[src/logic/kp_defines.svh]
`ifndef KP_DEFINES_SVH
`define KP_DEFINES_SVH

// ****************************************************
// timing
// ****************************************************
`define CLK_PERIOD_PS 8000
`define TICK_US 1000
`define TICK_CYCLES (`TICK_US * 1000000 / `CLK_PERIOD_PS)
// the following are counted in 1 ms ticks
`define UNLOCK_WIN_MS 16'h7530
`define LONG_HOLD_MS 12'hBB8
`define CLICK_GAP_MS 10'h190
`define FLASH_MS 16'h012C
`define RED_SHOW_MS 16'h0258
`define BLINK_HALF_MS 10'h1F4
`define FLICK_HALF_MS 10'h064

// ****************************************************
// pin layout
// ****************************************************
`define PIN_MIN_LEN 4'h8
`define PIN_MAX_LEN 4'hF
`define PIN_DIG_W 60
`define DIGIT_W 4
`define NUM_DIGITS 10

`endif

[src/logic/kp_pkg.sv]
`include "kp_defines.svh"

package kp_pkg;

  typedef struct packed {
    logic [`DIGIT_W-1:0] len;
    logic [`PIN_DIG_W-1:0] dig;
  } pin_t;

  typedef struct packed {
    logic r;
    logic g;
    logic b;
  } led_t;

  typedef enum logic [3:0] {
    ST_LOCKED, ST_FLASH, ST_ADM_ENTRY, ST_RED_ADM, ST_USER_UNL, ST_NEWADM1, ST_NEWADM2,
    ST_RED_USR, ST_ADMIN, ST_NEWUSR1, ST_NEWUSR2, ST_RED_OFF, ST_USB
  } state_t;

endpackage : kp_pkg

[src/logic/keypad_pin_admin_sequencer.sv]
`timescale 1ns/100ps
`default_nettype none
`include "kp_defines.svh"

// What this block does
// - admin PIN may be created from user mode only when none is stored.
// - correct user PIN unlocks; green shows steady.
// - hold 1 and double-click in user mode starts admin entry; red and blue flicker.
// - new admin PIN must have 8 to 15 digits; other lengths rejected.
// - double-click after first admin entry moves to confirm; green blinks.
// - confirmed admin PIN shows steady red then steady green.
// - hold 1 and click once when locked; all flash, then red and green flicker.
// - correct admin PIN and one click show steady red then flickering green.
// - admin unlock of a locked drive erases the user PIN.
// - unlocked drive must reach USB within 30 seconds or it locks again.
// - holding key 3 seconds while unlocked and off USB locks at once.
// - while unlocked on USB all keypad input is ignored.
// - double-click in admin mode starts user PIN entry; blue blinks.
// - new user PIN must have 8 to 15 digits; other lengths rejected.
// - double-click after first user entry gives blinking green for re-entry.
// - confirmed user PIN shows red briefly, then all LEDs off.
// - a PIN of one repeated digit is rejected.
// - a PIN of consecutive digits, up or down, wrapping 9-0, is rejected.
module keypad_pin_admin_sequencer import kp_pkg::*; #(
  parameter int TICK_CYCLES = `TICK_CYCLES
) (
  input wire logic clk,
  input wire logic rst_b,
  input wire logic [`NUM_DIGITS-1:0] digit_btn,
  input wire logic key_btn,
  input wire logic usb_attached,
  output logic led_red,
  output logic led_green,
  output logic led_blue,
  output logic unlocked
);

  // ****************************************************
  // millisecond tick
  // ****************************************************
  logic [16:0] div_reg;
  wire logic ms_tick;
  assign ms_tick = (div_reg == 17'(TICK_CYCLES - 1));

  always_ff @(posedge clk or negedge rst_b) begin
    if (!rst_b) div_reg <= 17'h0;
    else div_reg <= ms_tick ? 17'h0 : div_reg + 17'h1;
  end

  // ****************************************************
  // pin synchronisers
  // ****************************************************
  logic [11:0] s1_reg, s2_reg, s3_reg, in_reg, prev_reg;
  wire logic [11:0] raw_in, agree, in_next;
  assign raw_in = {usb_attached, key_btn, digit_btn};
  // a level is taken only once the second and third stages agree
  assign agree = ~(s2_reg ^ s3_reg);
  assign in_next = (agree & s3_reg) | (~agree & in_reg);

  always_ff @(posedge clk or negedge rst_b) begin
    if (!rst_b) begin
      s1_reg <= 12'h0;
      s2_reg <= 12'h0;
      s3_reg <= 12'h0;
      in_reg <= 12'h0;
      prev_reg <= 12'h0;
    end else begin
      s1_reg <= raw_in;
      s2_reg <= s1_reg;
      s3_reg <= s2_reg;
      in_reg <= in_next;
      prev_reg <= in_reg;
    end
  end

  wire logic key_lvl, usb_lvl, key_rise, key_fall;
  wire logic [`NUM_DIGITS-1:0] dig_rise;
  assign key_lvl = in_reg[10];
  assign usb_lvl = in_reg[11];
  assign key_rise = in_reg[10] & ~prev_reg[10];
  assign key_fall = ~in_reg[10] & prev_reg[10];
  assign dig_rise = in_reg[9:0] & ~prev_reg[9:0];

  // ****************************************************
  // key clicks and long hold
  // ****************************************************
  logic [11:0] hold_ms;
  logic long_flag, with1_reg;
  logic [1:0] click_cnt;
  logic [9:0] gap_ms;
  wire logic long_hold, click_done, ev_single, ev_double;
  assign long_hold = key_lvl && !key_rise && ms_tick && (hold_ms == `LONG_HOLD_MS - 12'h1);
  assign click_done = (click_cnt != 2'h0) && !key_lvl && (gap_ms == `CLICK_GAP_MS);
  assign ev_single = click_done && (click_cnt == 2'h1);
  assign ev_double = click_done && (click_cnt == 2'h2);

  always_ff @(posedge clk or negedge rst_b) begin
    if (!rst_b) begin
      hold_ms <= 12'h0;
      long_flag <= 1'b0;
    end else begin
      if (key_rise) hold_ms <= 12'h0;
      else if (key_lvl && ms_tick && hold_ms != 12'hFFF) hold_ms <= hold_ms + 12'h1;
      if (key_rise) long_flag <= 1'b0;
      else if (long_hold) long_flag <= 1'b1;
    end
  end

  // a release that ends a long hold is not a click
  always_ff @(posedge clk or negedge rst_b) begin
    if (!rst_b) begin
      click_cnt <= 2'h0;
      gap_ms <= 10'h0;
      with1_reg <= 1'b0;
    end else begin
      if (key_rise && click_cnt == 2'h0) with1_reg <= in_reg[1];
      if (click_done) click_cnt <= 2'h0;
      else if (key_fall && !long_flag && click_cnt != 2'h3) click_cnt <= click_cnt + 2'h1;
      if (key_fall) gap_ms <= 10'h0;
      else if (click_cnt != 2'h0 && !key_lvl && ms_tick) gap_ms <= gap_ms + 10'h1;
    end
  end

  // ****************************************************
  // digit entry and pattern checks
  // ****************************************************
  logic [`DIGIT_W-1:0] dig_val;
  logic dig_any;
  always_comb begin
    dig_val = 4'h0;
    dig_any = (|dig_rise) && !key_lvl;
    for (int i = `NUM_DIGITS - 1; i >= 0; i--) begin
      if (dig_rise[i]) dig_val = 4'(i);
    end
  end

  state_t state_reg, state_next;
  pin_t ent_reg, cand_reg, user_reg, admin_reg;
  logic rep_reg, asc_reg, desc_reg, ovf_reg, user_ok, admin_ok;
  logic [`DIGIT_W-1:0] last_reg;
  wire logic ent_clear, pin_valid;
  wire logic [`DIGIT_W-1:0] nxt_up, nxt_dn;
  assign ent_clear = click_done || (state_next != state_reg);
  assign nxt_up = (last_reg == 4'h9) ? 4'h0 : last_reg + 4'h1;
  assign nxt_dn = (last_reg == 4'h0) ? 4'h9 : last_reg - 4'h1;
  assign pin_valid = !ovf_reg && (ent_reg.len >= `PIN_MIN_LEN)
                     && !rep_reg && !asc_reg && !desc_reg;

  always_ff @(posedge clk or negedge rst_b) begin
    if (!rst_b) begin
      ent_reg <= '0;
      ovf_reg <= 1'b0;
      rep_reg <= 1'b1;
      asc_reg <= 1'b1;
      desc_reg <= 1'b1;
      last_reg <= 4'h0;
    end else if (ent_clear) begin
      ent_reg <= '0;
      ovf_reg <= 1'b0;
    end else if (dig_any) begin
      if (ent_reg.len == `PIN_MAX_LEN) ovf_reg <= 1'b1;
      else ent_reg <= '{len: ent_reg.len + 4'h1, dig: {ent_reg.dig[55:0], dig_val}};
      rep_reg <= (ent_reg.len == 4'h0) || (rep_reg && dig_val == last_reg);
      asc_reg <= (ent_reg.len == 4'h0) || (asc_reg && dig_val == nxt_up);
      desc_reg <= (ent_reg.len == 4'h0) || (desc_reg && dig_val == nxt_dn);
      last_reg <= dig_val;
    end
  end

  // ****************************************************
  // sequencer
  // ****************************************************
  logic [15:0] st_ms, win_ms;
  wire logic unl_state, win_over, red_done, adm_match, usr_match, cand_match;
  assign unl_state = state_reg inside {ST_USER_UNL, ST_NEWADM1, ST_NEWADM2, ST_RED_USR,
                                       ST_RED_ADM, ST_ADMIN, ST_NEWUSR1, ST_NEWUSR2};
  assign win_over = win_ms >= `UNLOCK_WIN_MS;
  assign red_done = st_ms >= `RED_SHOW_MS;
  assign adm_match = admin_ok && (ent_reg == admin_reg);
  assign usr_match = user_ok ? (ent_reg == user_reg) : (!admin_ok && ent_reg.len == 4'h0);
  assign cand_match = (ent_reg == cand_reg);

  always_comb begin
    state_next = state_reg;
    case (state_reg)
      ST_LOCKED: if (ev_single && with1_reg && admin_ok) state_next = ST_FLASH;
        else if (ev_single && !with1_reg && usr_match) state_next = ST_USER_UNL;
      ST_FLASH: if (st_ms >= `FLASH_MS) state_next = ST_ADM_ENTRY;
      ST_ADM_ENTRY: if (ev_single) state_next = adm_match ? ST_RED_ADM : ST_LOCKED;
      ST_RED_ADM: if (red_done) state_next = ST_ADMIN;
      ST_USER_UNL: if (ev_double && with1_reg && !admin_ok) state_next = ST_NEWADM1;
      ST_NEWADM1: if (ev_double) state_next = pin_valid ? ST_NEWADM2 : ST_USER_UNL;
      ST_NEWADM2: if (ev_double) state_next = cand_match ? ST_RED_USR : ST_USER_UNL;
      ST_RED_USR: if (red_done) state_next = ST_USER_UNL;
      ST_ADMIN: if (ev_double && !with1_reg) state_next = ST_NEWUSR1;
      ST_NEWUSR1: if (ev_double) state_next = pin_valid ? ST_NEWUSR2 : ST_ADMIN;
      ST_NEWUSR2: if (ev_double) state_next = cand_match ? ST_RED_OFF : ST_ADMIN;
      ST_RED_OFF: if (red_done) state_next = ST_LOCKED;
      ST_USB: if (!usb_lvl) state_next = ST_LOCKED;
      default: state_next = ST_LOCKED;
    endcase
    // usb, long hold and the window override any keypad step
    if (unl_state) begin
      if (usb_lvl) state_next = ST_USB;
      else if (long_hold || win_over) state_next = ST_LOCKED;
    end
  end

  wire logic adm_wr, usr_wr, usr_erase, cand_wr;
  assign adm_wr = (state_reg == ST_NEWADM2) && (state_next == ST_RED_USR);
  assign usr_wr = (state_reg == ST_NEWUSR2) && (state_next == ST_RED_OFF);
  assign usr_erase = (state_reg == ST_ADM_ENTRY) && (state_next == ST_RED_ADM);
  assign cand_wr = (state_next == ST_NEWADM2 && state_reg == ST_NEWADM1)
                   || (state_next == ST_NEWUSR2 && state_reg == ST_NEWUSR1);

  always_ff @(posedge clk or negedge rst_b) begin
    if (!rst_b) state_reg <= ST_LOCKED;
    else state_reg <= state_next;
  end

  // stored PINs change only on a confirmed match, except the user PIN, which is erased on admin unlock
  always_ff @(posedge clk or negedge rst_b) begin
    if (!rst_b) begin
      cand_reg <= '0;
      user_reg <= '0;
      admin_reg <= '0;
      user_ok <= 1'b0;
      admin_ok <= 1'b0;
    end else begin
      if (cand_wr) cand_reg <= ent_reg;
      if (adm_wr) begin
        admin_reg <= ent_reg;
        admin_ok <= 1'b1;
      end
      if (usr_erase) begin
        user_reg <= '0;
        user_ok <= 1'b0;
      end else if (usr_wr) begin
        user_reg <= ent_reg;
        user_ok <= 1'b1;
      end
    end
  end

  // st_ms: time in state; win_ms: time since unlock
  always_ff @(posedge clk or negedge rst_b) begin
    if (!rst_b) begin
      st_ms <= 16'h0;
      win_ms <= 16'h0;
    end else begin
      if (state_next != state_reg) st_ms <= 16'h0;
      else if (ms_tick && st_ms != 16'hFFFF) st_ms <= st_ms + 16'h1;
      if (!unl_state) win_ms <= 16'h0;
      else if (ms_tick && !win_over) win_ms <= win_ms + 16'h1;
    end
  end

  // ****************************************************
  // indicators
  // ****************************************************
  logic [9:0] blink_ms, flick_ms;
  logic blink_reg, flick_reg;
  always_ff @(posedge clk or negedge rst_b) begin
    if (!rst_b) begin
      blink_ms <= 10'h0;
      flick_ms <= 10'h0;
      blink_reg <= 1'b0;
      flick_reg <= 1'b0;
    end else if (ms_tick) begin
      blink_ms <= (blink_ms == `BLINK_HALF_MS) ? 10'h0 : blink_ms + 10'h1;
      flick_ms <= (flick_ms == `FLICK_HALF_MS) ? 10'h0 : flick_ms + 10'h1;
      if (blink_ms == `BLINK_HALF_MS) blink_reg <= ~blink_reg;
      if (flick_ms == `FLICK_HALF_MS) flick_reg <= ~flick_reg;
    end
  end

  led_t led_next;
  always_comb begin
    case (state_reg)
      ST_FLASH: led_next = '{r: 1'b1, g: 1'b1, b: 1'b1};
      ST_ADM_ENTRY: led_next = '{r: flick_reg, g: flick_reg, b: 1'b0};
      ST_RED_ADM, ST_RED_USR, ST_RED_OFF: led_next = '{r: 1'b1, g: 1'b0, b: 1'b0};
      ST_USER_UNL, ST_USB: led_next = '{r: 1'b0, g: 1'b1, b: 1'b0};
      ST_NEWADM1: led_next = '{r: flick_reg, g: 1'b0, b: flick_reg};
      ST_NEWADM2, ST_NEWUSR2: led_next = '{r: 1'b0, g: blink_reg, b: 1'b0};
      ST_ADMIN: led_next = '{r: 1'b0, g: flick_reg, b: 1'b0};
      ST_NEWUSR1: led_next = '{r: 1'b0, g: 1'b0, b: blink_reg};
      default: led_next = '{r: 1'b0, g: 1'b0, b: 1'b0};
    endcase
  end

  always_ff @(posedge clk or negedge rst_b) begin
    if (!rst_b) begin
      led_red <= 1'b0;
      led_green <= 1'b0;
      led_blue <= 1'b0;
      unlocked <= 1'b0;
    end else begin
      led_red <= led_next.r;
      led_green <= led_next.g;
      led_blue <= led_next.b;
      unlocked <= unl_state || (state_reg == ST_USB);
    end
  end
endmodule : keypad_pin_admin_sequencer
`default_nettype wire

[config.mk]
export PLATFORM = sky130hd
export DESIGN_NAME = keypad_pin_admin_sequencer
export DESIGN_NICKNAME = d
export VERILOG_FILES = /design/src/logic/kp_pkg.sv /design/src/logic/keypad_pin_admin_sequencer.sv
export VERILOG_INCLUDE_DIRS = /design/src /design/src/logic
export SDC_FILE = /design/constraint.sdc
export NUM_CORES = 1
export LEC_CHECK = 0
export ABC_AREA = 1
export BUFFER_PORTS_ARGS = -buffer_cell sky130_fd_sc_hd__buf_2
export CAP_MARGIN = 10
export CORE_ASPECT_RATIO = 0.75
export CORE_MARGIN = 4
export CORE_UTILIZATION = 25
export CTS_CLUSTER_SIZE = 12
export DETAILED_ROUTE_END_ITERATION = 16
export SLEW_MARGIN = 20
export SYNTH_ARGS = -nofsm -noshare
export SYNTH_HDL_FRONTEND = slang
export SYNTH_SLANG_ARGS = --single-unit
[constraint.sdc]
create_clock -name clk -period 7.8 [get_ports clk]
set_input_delay 1.56 -clock clk [delete_from_list [all_inputs] [get_ports clk]]
set_output_delay 1.56 -clock clk [all_outputs]
set_load 0.005 [all_outputs]
==> impl_metrics.yaml <==
placement:
  dp_cells: 3736
  place_area_mm2: 0.0222
  dp_hpwl_mm: 31.5
  port_buffers: 17
  routabilityCongestion: 0.833
  place_ws_ns: 3.39
synthesis:
  netlist_area_mm2: 0.0209
  ys_seq_area_share_pct: 51.4
  yosys_most_used_dff: "dfrtp_1"
  synth_area_per_cell_um2: 7.86
  async_flop_share_pct: 100
  ys_types: 47
  syn_nets: 2694
  yosysWarnings: 0
  synth-edff-count: 0
  ys_ff_latch: 430
  synth_cells: 2662
grt:
  grt_usage_pct: 11.0
  grt_pass1_wl_mm: 81.7
  grt_pass1_vias: 15500
  grt_max_degree: 154
  grt_overflow: 0
  antenna_found_initial: 0
setup_path:
  worstPathMaxFanout: 34
  end_kind: "register"
  reg2reg_depth: 22
  required_ns: 8.30
  crit_start: "div_reg[0]"
  r2r-end: "ent_reg[9]"
  max_stage_delay_ns: 0.66
  path_cells: "ha_1, nand2_1, inv_2, nand3_1, nor2_1, nand2_1, nor2_1, nand4_1, nand2_1, nand2_1, o21ai_2, inv_1, nand2_1, nand2_1, inv_2, nand2_1, nand2_1, nand3_2, nor2_4, nand2_2, buf_4, nor2_1"
  crit_path_start_kind: "register"
  arrival_ns: 4.84
  critical-path-top-delay-family: "simple AND/OR/NAND/NOR gates"
  worst_path_max_delay_cell: "nor2_4"
  crit_top_cell: "nand2_1"
  r2r_start: "div_reg[0]"
  endpoint: "ent_reg[9]"
  r2r_setup_slack_ns: 3.46
  worstSetupPathType: "register to register"
  crit_buf_inv: 4
  cp.depth: 22
floorplan:
  start_util_pct: 25.3
  num_io_pins: 18
  fp.dieW_um: 342
  die_y_um: 259
  core_area_mm2: 0.0827
  rows: 91
  dieArea_mm2: 0.0885
clock_tree:
  clk_pin_slew_worst_paths_ns: 0.06
  clk_latency_ns: 0.59
  cts_tree: "built"
  post_cts_buffers: 0
  ctsResizeCount: 0
  clockBufferDepth: 3
  cts_buffers: 46
  htreeDepth: 2
  holdBufCountCts: 0
  root_buffer: "clkbuf_16"
  cts_num_sinks: 430
timing:
  max_freq_ghz: 0.230
  fin_skew_ns: 0.0287
  tns_ns: 0
  finalCritPeriodShare_pct: 55.7
  maxSlewHeadroom_pct: 31.4
  drv_slew: 0
  setup_viol: 0
  fin_crit_ns: 4.34
  hold_violations: 0
  tightest_slew_ns: 1.03
  fin_hold_ws_ns: 0.347
  rsz0062_at_grt: "false"
  fin_ws_ns: 3.46
cells_and_area:
  final_nets: 2700
  synthToLayoutAreaGrowth_pct: 13.3
  final_cell_mix: "nand2_1 (817), dfrtp_1 (427), inv_1 (332)"
  final_util_pct: 28.7
  final_cells: 3819
  antennaDiodeCount: 0
  fin_area_mm2: 0.0237
  drive_above_1_share_pct: 5.22
  final_common_cell: "nand2_1"
  fillers: 8974
route:
  drtIter0Drc: 1321
  vias_per_cell: 4.33
  vias: 16500
  drt_first_pass_iters: 5
  drc: 0
  wirelength_mm: 48.0
  postRouteAntennaNets: 0
  post_drt_wl_per_cell_um: 12.6
min_path:
  hold_class: "register to register"
power_and_ir_drop:
  power_leakage_nw: 11.0
  cellPowerDensity_mw_per_mm2: 249
  ir_drop_mv: 0.159
  total_power_mw: 5.90
run_status:
  outcome: "finished, final reports clean"
job:
  max_cap_viol_count: 0
## metal layers
| layer | global-route usage [%] | vias up | part of all wire (%) |
|---|---|---|---|
| met1 | 17.6 | 7726 | 54 |
| li1 | - | 8455 | - |
| met5 | 0 | - | 0 |
| met3 | 1.83 | 62 | 4.7 |
| met4 | 2.53 | 0 | 1.7 |
| met2 | 15.2 | 286 | 39 |
## where the power goes
group / switching (mW) / internal, mW / total, mW
clock network: 0.909 / 1.20 / 2.11
registers: 0.240 / 2.42 / 2.66
logic: 0.755 / 0.379 / 1.13
## final cells by class
| class | instances | area (um2) | area share, % |
|---|---|---|---|
| Sequential cell | 430 | 10800 | 45.4 |
| Multi-Input combinational cell | 1808 | 8560 | 36.1 |
| Tap cell | 1116 | 1400 | 5.89 |
| Clock buffer | 72 | 1360 | 5.73 |
| Inverter | 355 | 1330 | 5.62 |
| Timing Repair Buffer | 27 | 195 | 0.823 |
| Clock inverter | 11 | 106 | 0.449 |
## cells in the mapped netlist (16+ instances only)
| cell | instances | share of area [%] |
|---|---|---|
| nand2_1 | 819 | 15 |
| dfrtp_1 | 427 | 51 |
| inv_1 | 332 | 6.0 |
| nor2_1 | 275 | 4.9 |
| o21ai_0 | 209 | 5.0 |
| nand3_1 | 78 | 1.9 |
| xor2_1 | 74 | 3.1 |
| o22ai_1 | 55 | 1.6 |
| o21ai_1 | 50 | 1.2 |
| nor3_1 | 45 | 1.1 |
| a21oi_1 | 42 | 1.0 |
| nand4_1 | 41 | 1.2 |
| clkbuf_1 | 35 | 0.63 |
| buf_2 | 32 | 0.77 |
| inv_2 | 21 | 0.38 |
| ha_1 | 18 | 1.1 |
| nor4_1 | 16 | 0.48 |
## kinds of logic (layout without fill, tap and decap cells)
family                     count (synthesis)  count (layout)  synth area share [%]
xor gates and xnor gates                  86              86                  3.60
adders and majority gates                 30              30                  1.65
and+or+nand+nor                         1306            1306                  25.5
DFF                                      430             430                  51.4
AOI/OAI and AO/OA                        386             386                  9.99
buffers and inverters                    424             465                  7.87
## worst min-delay path by stage
stage                           end  slack (ns)       from  cells after the start
after floorplan           s2_reg[0]        0.33  s1_reg[0]                      0
after global placement    s2_reg[5]        0.33  s1_reg[5]                      0
after detailed placement  s2_reg[2]        0.34  s1_reg[2]                      0
after CTS                 s2_reg[8]        0.35  s1_reg[8]                      0
after global routing      s2_reg[2]        0.36  s1_reg[2]                      0
final                     s2_reg[8]        0.35  s1_reg[8]                      0
Power figures use the tool's default switching activity.
